`src/swr_pkg.sv`:
```
// shared constants, types and helpers of the single wire slave rom layer
// Operation
// - one master starts all traffic; this device only answers as a slave.
// - line driven open drain only; zero pulls low, one releases, wired-AND.
// - line held low too long is a bus reset; abandon any transaction.
// - order is reset, one rom command, one memory command, then data.
// - master reset pulse is answered by a presence pulse from the device.
// - rom command is one byte, decoded before any memory command.
// - read identity 33h sends family, 48-bit serial, then crc.
// - match 55h plus 64 bits; mismatch means silence until next reset.
// - skip cch goes straight to memory command decoding.
// - search f0h sends bit, complement, then reads the master's bit.
// - search bit from master differing from own bit drops device until reset.
// - identity bits go least significant bit first.
// - write scratchpad 4eh, page 00h-07h, bytes stored from byte 0.
// - reset ends a scratchpad write; bytes already taken are kept.
package swr_pkg;

  // clock and bus timing, times in microseconds
  localparam int unsigned CLK_MHZ       = 50;
  localparam int unsigned RST_LOW_US    = 480;
  localparam int unsigned RST_LOW_CYC   = RST_LOW_US * CLK_MHZ;
  localparam int unsigned PRES_WAIT_US  = 30;
  localparam int unsigned PRES_WAIT_CYC = PRES_WAIT_US * CLK_MHZ;
  localparam int unsigned PRES_LEN_US   = 120;
  localparam int unsigned PRES_LEN_CYC  = PRES_LEN_US * CLK_MHZ;
  localparam int unsigned SAMPLE_US     = 30;
  localparam int unsigned SAMPLE_CYC    = SAMPLE_US * CLK_MHZ;
  localparam int unsigned TX_HOLD_US    = 30;
  localparam int unsigned TX_HOLD_CYC   = TX_HOLD_US * CLK_MHZ;
  localparam int unsigned CNT_W         = 16;

  // command bytes and limits
  localparam logic [7:0] CMD_READ_ID  = 8'h33;
  localparam logic [7:0] CMD_MATCH_ID = 8'h55;
  localparam logic [7:0] CMD_SKIP_ID  = 8'hcc;
  localparam logic [7:0] CMD_SEARCH   = 8'hf0;
  localparam logic [7:0] CMD_WRITE_SP = 8'h4e;
  localparam logic [7:0] PAGE_MAX     = 8'h07;
  localparam logic [5:0] ID_LAST      = 6'h3f;
  localparam logic [2:0] BYTE_LAST    = 3'h7;
  localparam logic [7:0] CRC_POLY     = 8'h8c;

  // slot engine states
  typedef enum logic [3:0] {
    SL_IDLE  = 4'h1,
    SL_LOW   = 4'h2,
    SL_PWAIT = 4'h4,
    SL_PDRV  = 4'h8
  } swr_slot_st_t;

  // transaction states
  typedef enum logic [7:0] {
    ST_IDLE   = 8'h01,
    ST_ROMCMD = 8'h02,
    ST_READID = 8'h04,
    ST_MATCH  = 8'h08,
    ST_SEARCH = 8'h10,
    ST_MEMCMD = 8'h20,
    ST_PAGE   = 8'h40,
    ST_WRDATA = 8'h80
  } swr_state_t;

  // identity crc over family code and serial, lsb first
  function automatic logic [7:0] swr_crc8(input logic [55:0] d);
    logic [7:0] c;
    c = 8'h00;
    for (int i = 0; i < 56; i++) begin
      if (c[0] ^ d[i]) begin
        c = (c >> 1) ^ CRC_POLY;
      end else begin
        c = c >> 1;
      end
    end
    return c;
  endfunction : swr_crc8

endpackage : swr_pkg

```
`src/swr_slot_if.sv`:
```
// bit level link between the slot engine and the transaction logic
`timescale 1ns/1ps
`default_nettype none
interface swr_slot_if;
  logic bus_rst;
  logic bit_done;
  logic rx_bit;
  logic tx_mode;
  logic tx_bit;

  modport slot (output bus_rst, output bit_done, output rx_bit,
                input tx_mode, input tx_bit);
  modport rom  (input bus_rst, input bit_done, input rx_bit,
                output tx_mode, output tx_bit);
endinterface : swr_slot_if
`default_nettype wire

```
`src/swr_rom_layer.sv`:
```
// transaction layer: rom commands, identity, search and scratchpad writes
`timescale 1ns/1ps
`default_nettype none
module swr_rom_layer #(
  // arbitrary identity values, replace per product
  parameter logic [7:0]  FAMILY_CODE = 8'h5a,
  parameter logic [47:0] SERIAL      = 48'h0123_4567_89ab,
  parameter int unsigned RST_CYC     = swr_pkg::RST_LOW_CYC,
  parameter int unsigned PRES_CYC    = swr_pkg::PRES_LEN_CYC,
  // bit timing may be scaled down, but a zero slot must stay under RST_CYC
  parameter int unsigned SMP_CYC     = swr_pkg::SAMPLE_CYC,
  parameter int unsigned HOLD_CYC    = swr_pkg::TX_HOLD_CYC,
  parameter int unsigned PWAIT_CYC   = swr_pkg::PRES_WAIT_CYC
) (
  input  wire logic core_clk,
  input  wire logic rst_n,
  input  wire logic dq_in,
  output logic      dq_out,
  output logic      dq_oe_n,
  output logic      sp_wr,
  output logic [2:0] sp_page,
  output logic [2:0] sp_addr,
  output logic [7:0] sp_data
);
  import swr_pkg::*;

  // identity sent lsb first: family, serial, crc
  localparam logic [63:0] IDENT =
    {swr_crc8({SERIAL, FAMILY_CODE}), SERIAL, FAMILY_CODE};

  typedef struct packed {
    swr_state_t state;
    logic [7:0] sr;
    logic [5:0] bitcnt;
    logic [1:0] phase;
    logic       miss;
    logic [2:0] page;
    logic [2:0] idx;
    logic       wr;
    logic [2:0] waddr;
    logic [7:0] wdata;
  } swr_rom_q_t;

  swr_rom_q_t q;
  swr_rom_q_t next_q;
  logic       id_bit;
  logic [7:0] byte_v;
  logic       byte_end;

  swr_slot_if lnk ();

  swr_slot #(
    .RST_CYC  (RST_CYC),
    .PRES_CYC (PRES_CYC),
    .SMP_CYC  (SMP_CYC),
    .HOLD_CYC (HOLD_CYC),
    .PWAIT_CYC(PWAIT_CYC)
  ) u_slot (
    .core_clk (core_clk),
    .rst_n    (rst_n),
    .dq_in    (dq_in),
    .dq_out   (dq_out),
    .dq_oe_n  (dq_oe_n),
    .lnk      (lnk)
  );

  // current identity bit and the byte being shifted in
  assign id_bit   = IDENT[q.bitcnt];
  assign byte_v   = {lnk.rx_bit, q.sr[7:1]};
  assign byte_end = (q.bitcnt[2:0] == BYTE_LAST);

  assign lnk.tx_mode = (q.state == ST_READID) ||
                       (q.state == ST_SEARCH && q.phase != 2'd2);
  assign lnk.tx_bit  = (q.phase == 2'd1) ? ~id_bit : id_bit;

  // next state of the transaction layer
  always_comb begin
    next_q    = q;
    next_q.wr = 1'b0;
    if (lnk.bus_rst) begin
      next_q.state  = ST_ROMCMD;
      next_q.bitcnt = '0;
      next_q.phase  = '0;
      next_q.miss   = 1'b0;
      next_q.idx    = '0;
    end else if (lnk.bit_done) begin
      next_q.sr     = byte_v;
      next_q.bitcnt = q.bitcnt + 1'b1;
      case (q.state)
        ST_ROMCMD: begin
          if (byte_end) begin
            next_q.bitcnt = '0;
            next_q.miss   = 1'b0;
            next_q.phase  = '0;
            case (byte_v)
              CMD_READ_ID:  next_q.state = ST_READID;
              CMD_MATCH_ID: next_q.state = ST_MATCH;
              CMD_SKIP_ID:  next_q.state = ST_MEMCMD;
              CMD_SEARCH:   next_q.state = ST_SEARCH;
              default:      next_q.state = ST_IDLE;
            endcase
          end
        end
        ST_READID: begin
          if (q.bitcnt == ID_LAST) begin
            next_q.state  = ST_MEMCMD;
            next_q.bitcnt = '0;
          end
        end
        ST_MATCH: begin
          next_q.miss = q.miss | (lnk.rx_bit != id_bit);
          if (q.bitcnt == ID_LAST) begin
            next_q.bitcnt = '0;
            next_q.state  = next_q.miss ? ST_IDLE : ST_MEMCMD;
          end
        end
        ST_SEARCH: begin
          next_q.bitcnt = q.bitcnt;
          next_q.phase  = q.phase + 1'b1;
          if (q.phase == 2'd2) begin
            next_q.phase = '0;
            if (lnk.rx_bit != id_bit) begin
              next_q.state = ST_IDLE;
            end else if (q.bitcnt == ID_LAST) begin
              next_q.state  = ST_MEMCMD;
              next_q.bitcnt = '0;
            end else begin
              next_q.bitcnt = q.bitcnt + 1'b1;
            end
          end
        end
        ST_MEMCMD: begin
          if (byte_end) begin
            next_q.bitcnt = '0;
            next_q.state  = (byte_v == CMD_WRITE_SP) ? ST_PAGE : ST_IDLE;
          end
        end
        ST_PAGE: begin
          if (byte_end) begin
            next_q.bitcnt = '0;
            next_q.idx    = '0;
            next_q.page   = byte_v[2:0];
            next_q.state  = (byte_v <= PAGE_MAX) ? ST_WRDATA : ST_IDLE;
          end
        end
        ST_WRDATA: begin
          if (byte_end) begin
            next_q.wr    = 1'b1;
            next_q.waddr = q.idx;
            next_q.wdata = byte_v;
            next_q.idx   = q.idx + 1'b1;
            // bytes past the page end are ignored
            if (q.idx == BYTE_LAST) begin
              next_q.state = ST_IDLE;
            end
          end
        end
        default: begin
          next_q.bitcnt = '0;
        end
      endcase
    end
  end

  // state register, waits for a bus reset after power up
  always_ff @(posedge core_clk or negedge rst_n) begin
    if (!rst_n) begin
      q       <= '0;
      q.state <= ST_IDLE;
    end else begin
      q <= next_q;
    end
  end

  assign sp_wr   = q.wr;
  assign sp_page = q.page;
  assign sp_addr = q.waddr;
  assign sp_data = q.wdata;
endmodule : swr_rom_layer
`default_nettype wire

```
`src/swr_slot.sv`:
```
// slot engine: line sync, reset detection, presence and bit slots
`timescale 1ns/1ps
`default_nettype none
module swr_slot #(
  parameter int unsigned RST_CYC   = swr_pkg::RST_LOW_CYC,
  parameter int unsigned PRES_CYC  = swr_pkg::PRES_LEN_CYC,
  parameter int unsigned SMP_CYC   = swr_pkg::SAMPLE_CYC,
  parameter int unsigned HOLD_CYC  = swr_pkg::TX_HOLD_CYC,
  parameter int unsigned PWAIT_CYC = swr_pkg::PRES_WAIT_CYC
) (
  input  wire logic core_clk,
  input  wire logic rst_n,
  input  wire logic dq_in,
  output logic      dq_out,
  output logic      dq_oe_n,
  swr_slot_if.slot  lnk
);
  import swr_pkg::*;

  typedef struct packed {
    swr_slot_st_t     st;
    logic [CNT_W-1:0] cnt;
    logic             s1;
    logic             s2;
    logic             s3;
    logic             line;
    logic             oe_n;
    logic             lvl;
    logic             rst_p;
    logic             done;
    logic             rx;
  } swr_slot_q_t;

  swr_slot_q_t q;
  swr_slot_q_t next_q;

  // next state of the slot engine
  always_comb begin
    next_q       = q;
    next_q.s1    = dq_in;
    next_q.s2    = q.s1;
    next_q.s3    = q.s2;
    next_q.rst_p = 1'b0;
    next_q.done  = 1'b0;
    next_q.lvl   = 1'b0;
    // a level counts only once the last two stages agree
    if (q.s2 == q.s3) begin
      next_q.line = q.s3;
    end
    if (q.cnt != {CNT_W{1'b1}}) begin
      next_q.cnt = q.cnt + 1'b1;
    end
    case (q.st)
      SL_IDLE: begin
        if (q.line && !next_q.line) begin
          next_q.st  = SL_LOW;
          next_q.cnt = '0;
          if (lnk.tx_mode && !lnk.tx_bit) begin
            next_q.oe_n = 1'b0;
          end
        end
      end
      SL_LOW: begin
        if (q.cnt == CNT_W'(HOLD_CYC)) begin
          next_q.oe_n = 1'b1;
        end
        if (q.cnt == CNT_W'(SMP_CYC)) begin
          next_q.done = 1'b1;
          next_q.rx   = q.line;
        end
        if (!q.line && q.cnt >= CNT_W'(RST_CYC)) begin
          next_q.rst_p = 1'b1;
          next_q.oe_n  = 1'b1;
          next_q.st    = SL_PWAIT;
        end else if (q.line && q.cnt > CNT_W'(SMP_CYC)) begin
          next_q.st = SL_IDLE;
        end
      end
      SL_PWAIT: begin
        // presence delay runs from the rising edge only
        if (!q.line) begin
          next_q.cnt = '0;
        end else if (q.cnt == CNT_W'(PWAIT_CYC)) begin
          next_q.st   = SL_PDRV;
          next_q.cnt  = '0;
          next_q.oe_n = 1'b0;
        end
      end
      SL_PDRV: begin
        if (q.cnt == CNT_W'(PRES_CYC)) begin
          next_q.st   = SL_IDLE;
          next_q.oe_n = 1'b1;
        end
      end
      default: begin
        next_q.st   = SL_IDLE;
        next_q.oe_n = 1'b1;
      end
    endcase
  end

  // state register, line assumed released at reset
  always_ff @(posedge core_clk or negedge rst_n) begin
    if (!rst_n) begin
      q      <= '0;
      q.st   <= SL_IDLE;
      q.s1   <= 1'b1;
      q.s2   <= 1'b1;
      q.s3   <= 1'b1;
      q.line <= 1'b1;
      q.oe_n <= 1'b1;
      q.rx   <= 1'b1;
    end else begin
      q <= next_q;
    end
  end

  assign dq_out       = q.lvl;
  assign dq_oe_n      = q.oe_n;
  assign lnk.bus_rst  = q.rst_p;
  assign lnk.bit_done = q.done;
  assign lnk.rx_bit   = q.rx;
endmodule : swr_slot
`default_nettype wire

```
`config.mk`:
```
export PLATFORM = sky130hd
export DESIGN_NAME = swr_rom_layer
export DESIGN_NICKNAME = d
export VERILOG_FILES = /design/src/swr_pkg.sv /design/src/swr_slot_if.sv /design/src/swr_rom_layer.sv /design/src/swr_slot.sv
export SDC_FILE = /design/constraint.sdc
export NUM_CORES = 1
export LEC_CHECK = 0
export ABC_CLOCK_PERIOD_IN_PS = 4100
export BUFFER_PORTS_ARGS = -buffer_cell sky130_fd_sc_hd__buf_2
export CAP_MARGIN = 20
export CORE_UTILIZATION = 30
export CTS_BUF_LIST = sky130_fd_sc_hd__clkbuf_16
export CTS_CLUSTER_DIAMETER = 120
export DETAILED_ROUTE_END_ITERATION = 6
export GPL_TIMING_DRIVEN = 1
export PLACE_DENSITY = 0.43
export SLEW_MARGIN = 30
export SYNTH_ARGS = -nofsm -noshare
export SYNTH_HDL_FRONTEND = slang
export SYNTH_HIERARCHICAL = 1
export SYNTH_SLANG_ARGS = --single-unit
```
`constraint.sdc`:
```
create_clock -name core_clk -period 4.1 [get_ports core_clk]
set_input_delay 0.41 -clock core_clk [delete_from_list [all_inputs] [get_ports core_clk]]
set_output_delay 0.41 -clock core_clk [all_outputs]
set_load 0.1 [all_outputs]
```
==> results of run 1 <==
[metrics by stage]
step,worst slack [ps],util (%),instances,power (mW),cell area [µm²]
2_1_floorplan,1271,-,456,0.9735,4363
3_3_place_gp,1028,31.81,618,1.036,4467
3_5_place_dp,950.5,31.81,618,1.039,4467
4_1_cts,940.3,33.76,634,1.786,4741
5_1_grt,768.6,33.79,634,1.848,4745
6_report,936.4,33.79,634,1.755,4745
[area by class of cell]
type | instances | area (µm²) | share of cell area, %
Timing Repair Buffer | 21 | 118.9 | 2.505
Multi-Input combinational cell | 332 | 2308 | 48.65
Inverter | 15 | 56.30 | 1.187
Clock inverter | 7 | 48.80 | 1.028
Tap cell | 180 | 225.2 | 4.747
Sequential cell | 70 | 1762 | 37.13
Clock buffer | 9 | 225.2 | 4.747
[where the power goes]
group	switching (mW)	internal, mW	leakage [nW]	total [mW]
logic	0.155	0.0860	1.03	0.241
registers	0.0445	0.736	0.945	0.780
clock network	0.325	0.409	0.125	0.734
[how the worst max path moves through the flow]
stage / end / depth (start not counted) / slack [ps] / start
detailed placement: q[23] / 9 / 950 / q[21]
floorplan: q[39] / 10 / 1270 / q[21]
finish: q[23] / 9 / 940 / q[21]
global route: q[23] / 9 / 770 / q[21]
CTS: q[23] / 9 / 940 / q[21]
global placement: q[23] / 9 / 1030 / q[21]
[cell usage after synthesis, types with 4 or more instances]
master	instances	area share, %
a211oi_1	6	1.0
a21oi_1	15	1.7
a31oi_1	7	1.0
and3_1	4	0.57
and4b_1	7	1.6
buf_2	6	0.69
buf_4	16	2.8
clkbuf_1	14	1.2
dfrtp_1	62	36
dfstp_2	8	4.8
ha_1	11	3.2
inv_1	15	1.3
mux2_2	18	4.6
mux2i_1	4	0.92
nand2_1	52	4.5
nand2b_1	4	0.57
nand3_1	18	2.1
nand3b_1	5	0.86
nand4_1	11	1.6
nor2_1	36	3.1
nor2b_1	10	1.4
nor3_1	7	0.80
nor3b_1	4	0.69
nor4_1	6	0.86
nor4b_1	5	1.0
o21ai_0	14	1.6
xnor2_1	15	3.0
[state kept, by name, summed over array words and instances, names as in the netlist, 2 cells and up]
register and cells:
byte_v 7, sp_page 3, sp_data 8, u_slot/q 22, q 20, u_slot/next_q 2, sp_addr 3
[kinds of logic after synthesis]
group,count (synthesis),share of synthesized area [%]
flip-flops,70,40.38
buffers and inverters,54,6.711
adder cells (fa/ha/maj),12,3.384
AO/OA/AOI/OAI,86,14.74
multiplexers,24,6.166
XOR/XNOR,16,3.212
other,1,0.08595
AND/OR/NAND/NOR,193,25.32
[per-layer routing]
metal | vias to the layer above | wire length (µm) | GRT usage [%] | share of wire [%]
li1 | 1644 | - | - | -
met1 | 1699 | 5224 | 21.77 | 51
met2 | 63 | 4602 | 22.26 | 45
met3 | 14 | 330 | 3.206 | 3.2
met4 | 0 | 149 | 6.250 | 1.4
met5 | - | 0 | 0 | 0
[worst max-delay path, delay by kind of cell (launching register included)]
family | cells | cell delay (ps)
AND/OR/NAND/NOR | 3 | 1030
AO/OA/AOI/OAI | 2 | 540
flip-flops | 1 | 510
multiplexers | 2 | 500
adder cells (fa/ha/maj) | 1 | 350
buffers and inverters | 1 | 160
==> impl_results.md, run 1 <==
- Drt initial violations: roughly 210
- Vias per cell: 5.394
- CP Capture Type: flip-flop
- Largest net degree at the start of global routing: slightly above 70
- Reg-to-reg setup timing slack: 940 ps
- Max Cap Viol: 0
- ANT nets after route: 0
- Die height: 122.6 µm
- Main synth FF type: dfrtp_1
- First-pass GRT wire length: around 18 mm
- Max clock buf depth: 2
- Leakage: roughly 2.1 nW
- Gr usage total: approximately 15%
- RSZ-0062 raised after global routing: false
- DR vias: 3,420
- Max Transition Viols Final: 0
- Diodes inserted: 0
- CP Class: reg -> reg
- Clk_lat worst skew: between 300 and 400 ps
- #FFs+latches synth: 70
- CP Data Arrival Time: around 3400 ps
- Sequential area share after synthesis: between 40% and 50%
- Final Hold Vio Count: 0
- Worst reg-to-reg path cell count: 9
- Worst-margin pin slew: between 700 and 800 ps
- Setup Fix Bufs, Post-CTS: 0
- Die area: around 15,000 µm²
- Max stage delay on crit path: around 670 ps
- # clock sinks: 70
- Post-CTS sizing: 0
- Core area: about 14,000 µm²
- Chip Width: approximately 120 µm
- Htree depth: 3
- Sum Neg Setup Slack: 0 ps
- Synthesis-to-layout area growth: 8.747%
- Worst vdd ir: approximately 0.17 mV
- Clock transition at path regs: ~60 ps
- Overall routed net length: about 10 mm
- Clk_skew: around 7.6 ps
- Initial core utilization: 31.07%
- Fill cells: 1,438
- Share of cells above drive strength 1: between 10% and 20%
- Final period util: approximately 77%
- FMAX: 316.1 MHz
- Layout Nets: approximately 460
- Post-route DRC: 0
- Startpoint types: flip-flop
- Pwr/cell area: 370.0 nW/µm²
- Reg2reg end: q[23]
- CTS Root Cell: clkbuf_16
- RD Place Congestion: approximately 0.87
- Most frequent cells in the layout: 62 x dfrtp_1, 52 x nand2_1, 36 x nor2_1, 18 x nand3_1, 18 x mux2_2
- Cell row count: between 40 and 50
- Synthesized area: approximately 4400 µm²
- Crit path required time: between 4000 and 5000 ps
- Hold slack: approximately 78 ps
- CP max FO: 10
- Num ports: 20
- Crit-path cells: inv_1 -> ha_1 -> mux2_4 -> o22ai_1 -> nor4b_1 -> or4b_1 -> o211a_1 -> nor2_1 -> mux2i_1
- Number of global-route vias before repair: ~3,300
- Final setup viols: 0
- Overflow after GRT: 0
- Yosys Warn Count: 6
- Most common cell after layout, fill and taps aside: dfrtp_1
- FF-to-FF Start: q[21]
- WL/cell: 16.26 µm
- Fin crit period: roughly 3200 ps
- Slew HR: between 50 and 60%
- Number of CTS-inserted buffers: 9
- Yosys cell types: 74
- Synth Net Count: 470
- Initial antenna violation count: 0
- CTS tree: yes
- Pre-antenna DRT Iters: 4
- Port Buffers: 18
- Min-delay worst type: in -> async
- Cells after synthesis: 456
- HPWL Detailed: slightly above 7 mm
- Slowest CP cell: or4b_1
- Hold-fix buffers, CTS: 0
- EDFF count, synth: 0
- Avg Inst Size Synth: 9.568 µm²
- Status: completed
- Async set-or-reset flop fraction in the synthesized netlist: 100.0%
Power figures use the tool's default switching activity.
==> run 2: changes to the inputs <==
--- a/config.mk
+++ b/config.mk
@@ -5,7 +5,7 @@
 export SDC_FILE = /design/constraint.sdc
 export NUM_CORES = 1
 export LEC_CHECK = 0
-export ABC_CLOCK_PERIOD_IN_PS = 4100
+export ABC_CLOCK_PERIOD_IN_PS = 2640
 export BUFFER_PORTS_ARGS = -buffer_cell sky130_fd_sc_hd__buf_2
 export CAP_MARGIN = 20
 export CORE_UTILIZATION = 30
@@ -13,7 +13,7 @@
 export CTS_CLUSTER_DIAMETER = 120
 export DETAILED_ROUTE_END_ITERATION = 6
 export GPL_TIMING_DRIVEN = 1
-export PLACE_DENSITY = 0.43
+export PLACE_DENSITY = 0.44
 export SLEW_MARGIN = 30
 export SYNTH_ARGS = -nofsm -noshare
 export SYNTH_HDL_FRONTEND = slang
==> constraint.sdc (replaced) <==
create_clock -name core_clk -period 2.64 [get_ports core_clk]
set_input_delay 0.264 -clock core_clk [delete_from_list [all_inputs] [get_ports core_clk]]
set_output_delay 0.264 -clock core_clk [all_outputs]
set_load 0.1 [all_outputs]
==> impl_results.md, run 2 (synthesis results as in run 1) <==
- Status: completed
- Worst hold path depth: 1
- Post-route DRC: 0
- WL/cell: 15.82 µm
- Fill cells: 1,443
- Crit-path cells: inv_4 -> buf_4 -> ha_1 -> nand3b_1 -> o311ai_2 -> buf_4 -> nand4b_1 -> or4b_4 -> or4_4 -> o311ai_4 -> a32o_1
- Total power: approximately 3.1 mW
- Most common cell after layout, fill and taps aside: dfrtp_1
- CP max FO: 5
- Hold slack: between 20 and 30 ps
- Hold Path Origin: dq_in
- Most frequent cells in the layout: 60 x dfrtp_1, 52 x nand2_1, 35 x nor2_1, 30 x buf_4
- HPWL Detailed: between 7 and 8 mm
- Crit-path most repeated cell: buf_4
- Layout Nets: 491
- Clock transition at path regs: approximately 60 ps
- PnR worst setup slack: between 40 and 50 ps
- Gr usage total: 15.20%
- Initial antenna violation count: 0
- Leakage: ~2.3 nW
- First-pass GRT wire length: 17.62 mm
- Final Hold Vio Count: 0
- Max reg flops: 22
- Startpoint types: flip-flop
- Diodes inserted: 0
- ANT nets after route: 0
- RD Place Congestion: slightly above 0.8
- Fin crit period: 2596 ps
- Final period util: 98.35%
- Overall routed net length: 10.45 mm
- Final setup viols: 0
- CP Class: reg -> reg
- Overflow after GRT: 0
- Drt initial violations: roughly 160
- Port Buffers: 18
- Worst vdd ir: 0.2745 mV
- Sequential share of power: between 30% and 40%
- Pwr/cell area: 603.3 nW/µm²
- Initial core utilization: between 30% and 40%
- Die area: around 15,000 µm²
- Reg-to-reg setup timing slack: around 44 ps
- Worst Hold Path EP: u_slot/next_q[7]
- Chip Width: around 120 µm
- Clock power frac: between 40% and 50%
- Synthesis-to-layout area growth: 17.32%
- Cell row count: 43
- DR vias: between 3,000 and 4,000
- Worst reg-to-reg path cell count: 11
- Share of cells above drive strength 1: between 20% and 30%
- Clk_lat worst skew: roughly 340 ps
- Cell Count, Final, Fillers Out: 661
- Max stage delay on crit path: roughly 500 ps
- Number of global-route vias before repair: about 3,500
- Number of CTS-inserted buffers: 9
- Slew HR: a little under three fifths
- Switching Fraction: about 26%
- Pre-antenna DRT Iters: 6
- Max Cap Viol: 0
- Clk_skew: ~11 ps
- Placed Cells: ~640
- Slowest CP cell: or4b_4
- Reg2reg end: q[39]
- Max Transition Viols Final: 0
- CP Capture Type: flip-flop
- # clock sinks: 70
- Min-delay worst type: in -> reg
- Largest net degree at the start of global routing: 71
- Pre-CTS setup slack: -104.5 ps
- Sum Neg Setup Slack: 0 ps
- Worst-margin pin slew: approximately 670 ps
- CTS tree: yes
- Biggest register: u_slot/q
- FF-to-FF Start: q[21]
- Comb power frac: 12.5%
- CP Data Arrival Time: 2880 ps
- Crit path required time: ~2900 ps
- CTS Root Cell: clkbuf_16
- FMAX: ~390 MHz
- Num ports: 20
- Core area: around 14,000 µm²
- Htree depth: 3
- Sw Pwr: 0.7882 mW
- RSZ-0062 raised after global routing: true
- Die height: approximately 120 µm
- Internal power: between 2 and 2.5 mW
- Vias per cell: 5.221
- Max clock buf depth: 2
[run 2: metrics by stage]
stage | util (%) | area [µm²]
after floorplan | - | 4389
after global placement | 33.29 | 4674
after detailed placement | 33.29 | 4674
after CTS | 35.91 | 5042
after global routing | 36.45 | 5119
final | 36.45 | 5119
[run 2: layout make-up]
cell class                      instances  area [µm²]  share of cell area, %
Clock inverter                          6       135.1                  2.640
Multi-Input combinational cell        332        2376                  46.42
Tap cell                              180       225.2                  4.400
Timing Repair Buffer                   49       331.6                  6.478
Clock buffer                            9       225.2                  4.400
Sequential cell                        70        1764                  34.47
Inverter                               15       61.31                  1.198
[run 2: repair_timing]
action                                 CTS  global route
resized for setup                        3            11
endpoints found under the hold margin    0             7
setup endpoints to repair               10            13
hold buffers                             0             1
buffers inserted                         0             2
pin swaps                                0             5
[run 2: worst max-delay path: cells and delay by family (launching register included)]
| kind | cells | cell delay (ps) |
|---|---|---|
| flops | 1 | 420 |
| buf+inv | 3 | 360 |
| simple gates | 4 | 1150 |
| fa+ha+maj | 1 | 190 |
| compound gates | 3 | 430 |
[run 2: worst max-delay path by stage]
stage	startpoint	endpoint	slack, ps	depth (start not counted)
floorplan	q[21]	q[39]	4	10
global placement	q[22]	q[22]	-50	9
detailed placement	q[22]	q[22]	-100	9
CTS	q[22]	q[39]	20	9
global route	q[22]	q[39]	-40	9
finish	q[21]	q[39]	40	11
[run 2: layer usage]
metal	global-route usage, %	part of all wire [%]	wire (µm)	vias up
met4	7.088	2.0	212	0
met2	23.21	46	4766	40
met1	20.69	50	5195	1696
li1	-	-	-	1699
met3	2.835	2.7	280	16
met5	0	0	0	-
[run 2: power by group through the flow]
stage               combinational [mW]  clock (mW)  sequential, mW
floorplan                        0.241           0            1.27
global placement                 0.391           0            1.23
detailed placement               0.389           0            1.24
CTS                              0.393        1.52            1.22
global route                     0.439        1.57            1.22
finish                           0.385        1.49            1.21
==> run 3: changes to the inputs <==
--- a/config.mk
+++ b/config.mk
@@ -8,6 +8,7 @@
 export ABC_CLOCK_PERIOD_IN_PS = 2640
 export BUFFER_PORTS_ARGS = -buffer_cell sky130_fd_sc_hd__buf_2
 export CAP_MARGIN = 20
+export CORE_MARGIN = 4
 export CORE_UTILIZATION = 30
 export CTS_BUF_LIST = sky130_fd_sc_hd__clkbuf_16
 export CTS_CLUSTER_DIAMETER = 120
==> impl_results.md, run 3 (synthesis results as in run 1) <==
- Status: completed
- Top delay family on crit path: simple AND/OR/NAND/NOR gates
- Clock transition at path regs: approximately 60 ps
- Core area: 14,040 µm²
- Chip Width: about 130 µm
- Num ports: 20
- Pwr/cell area: 571.0 nW/µm²
- ANT nets after route: 0
- Layout Nets: roughly 490
- Share of cells above drive strength 1: 26.03%
- Startpoint types: flip-flop
- Min-delay worst type: in -> reg
- # clock sinks: 70
- Initial antenna violation count: 0
- Comb power frac: a little over an eighth
- Hold slack: around 28 ps
- DR vias: roughly 3,500
- Die height: 128.6 µm
- Number of global-route vias before repair: around 3,400
- Overflow after GRT: 0
- Worst-margin pin slew: approximately 650 ps
- Htree depth: 3
- WL/cell: 15.86 µm
- Switching Fraction: between 20% and 30%
- Drt initial violations: 160
- Max reg flops: 22
- CP Capture Type: flip-flop
- Final core utilization: between 30% and 40%
- Max stage delay on crit path: 570 ps
- CP max FO: 5
- Vias per cell: approximately 5.2
- Max Cap Viol: 0
- Die area: around 17,000 µm²
- Max Transition Viols Final: 0
- Crit path required time: about 2900 ps
- Final setup viols: 0
- Most frequent cells in the layout: 59 x dfrtp_1, 52 x nand2_1, 35 x nor2_1, 31 x buf_4
- Cell row count: 43
- Post-route DRC: 0
- Biggest register: u_slot/q
- Critical path depth in cells: 9
- CP Data Arrival Time: 2900 ps
- Worst vdd ir: 0.2868 mV
- Diodes inserted: 0
- First-pass GRT wire length: ~18 mm
- Number of CTS-inserted buffers: 9
- CTS tree: yes
- Max clock buf depth: 2
- Final period util: between 90% and 100%
- Internal power: approximately 2.1 mW
- Leakage: approximately 2.3 nW
- Port Buffers: 18
- Largest net degree at the start of global routing: 71
- Initial core utilization: between 30% and 40%
- CP Class: reg -> reg
- Final Hold Vio Count: 0
- Worst reg-to-reg path cell count: 9
- Sw Pwr: just under 0.8 mW
- Slew HR: about 57%
- Slowest CP cell: or4b_4
- Post-route cell area: approximately 5100 µm²
- Clk_lat worst skew: between 300 and 400 ps
- Synthesis-to-layout area growth: 16.78%
- Gr usage total: approximately 13%
- Clk_skew: 9.928 ps
- HPWL Detailed: 7.601 mm
- Worst hold path depth: 1
- Most common cell after layout, fill and taps aside: dfrtp_1
- CTS Root Cell: clkbuf_16
- Pre-antenna DRT Iters: 4
- FMAX: between 300 and 400 MHz
- Fin crit period: between 2000 and 3000 ps
- Crit-path cells: inv_4 -> ha_4 -> mux2i_2 -> o22ai_2 -> o21a_1 -> or4b_4 -> or4_4 -> o311ai_4 -> a32o_1
- Clock power frac: ~45%
- Sequential share of power: approximately two fifths
- Number of buffers and inverters on the critical path: 1
- RSZ-0062 raised after global routing: true
- Overall routed net length: between 10 and 15 mm
- Area after DPL: roughly 4700 µm²
- RD Place Congestion: about 0.85
run 3: final timing paths:
| kind | slack, ps | startpoint | endpoint |
|---|---|---|---|
| worst max register to register | 10 | q[21] | q[39] |
| worst min-delay path | 30 | dq_in | u_slot/next_q[7] |
| worst min register to register | 350 | u_slot/next_q[7] | u_slot/next_q[6] |
| max in group asynchronous | 1670 | rst_n | q[24] |
| worst max-delay path | 10 | q[21] | q[39] |
| min in group asynchronous | 510 | rst_n | q[18] |
run 3: worst reg2reg max path, stage by stage, from the launching register on:
cell and delay (ps):
dfrtp_2 450, inv_4 100, ha_4 210, mux2i_2 160, o22ai_2 120, o21a_1 200
or4b_4 580, or4_4 450, o311ai_4 90, a32o_1 220
run 3: through the flow:
| step | total power [mW] | setup TNS (ps) | worst slack, ps | instances |
|---|---|---|---|---|
| floorplan | 1.512 | 0 | 4.143 | 456 |
| global placement | 1.620 | -109.0 | -40.04 | 642 |
| detailed placement | 1.624 | -450.1 | -85.34 | 642 |
| CTS | 2.974 | 0 | 0.4361 | 658 |
| global route | 3.068 | -360.9 | -62.31 | 664 |
| finish | 2.909 | 0 | 11.01 | 664 |
run 3: what timing repair did:
action,4_1_cts,5_1_grt
buffers inserted,0,5
setup endpoints to repair,10,14
hold buffers,0,1
resized for setup,4,11
pin swaps,1,3
hold endpoints to repair,0,19
run 3: cell type report:
type / count / area, µm²
timing repair buffer: 51 / 350.3
clock buffer: 9 / 225.2
fill: 1427 / 8947
tap: 180 / 225.2
multi-input combinational: 332 / 2372
inverter: 15 / 58.81
sequential: 70 / 1765
clock inverter: 7 / 97.59
run 3: per-layer routing:
metal	GRT usage (%)	up-vias	wire length, µm
met5	0	-	0
met4	5.868	0	210
met3	2.532	15	390
met2	19.68	54	4790
met1	19.42	1717	5142
li1	-	1699	-
run 3: power groups by stage:
stage	clock network, mW	logic [mW]	registers, mW
global placement	0	0.389	1.23
global route	1.42	0.430	1.22
floorplan	0	0.241	1.27
CTS	1.37	0.390	1.22
finish	1.31	0.381	1.21
detailed placement	0	0.389	1.23
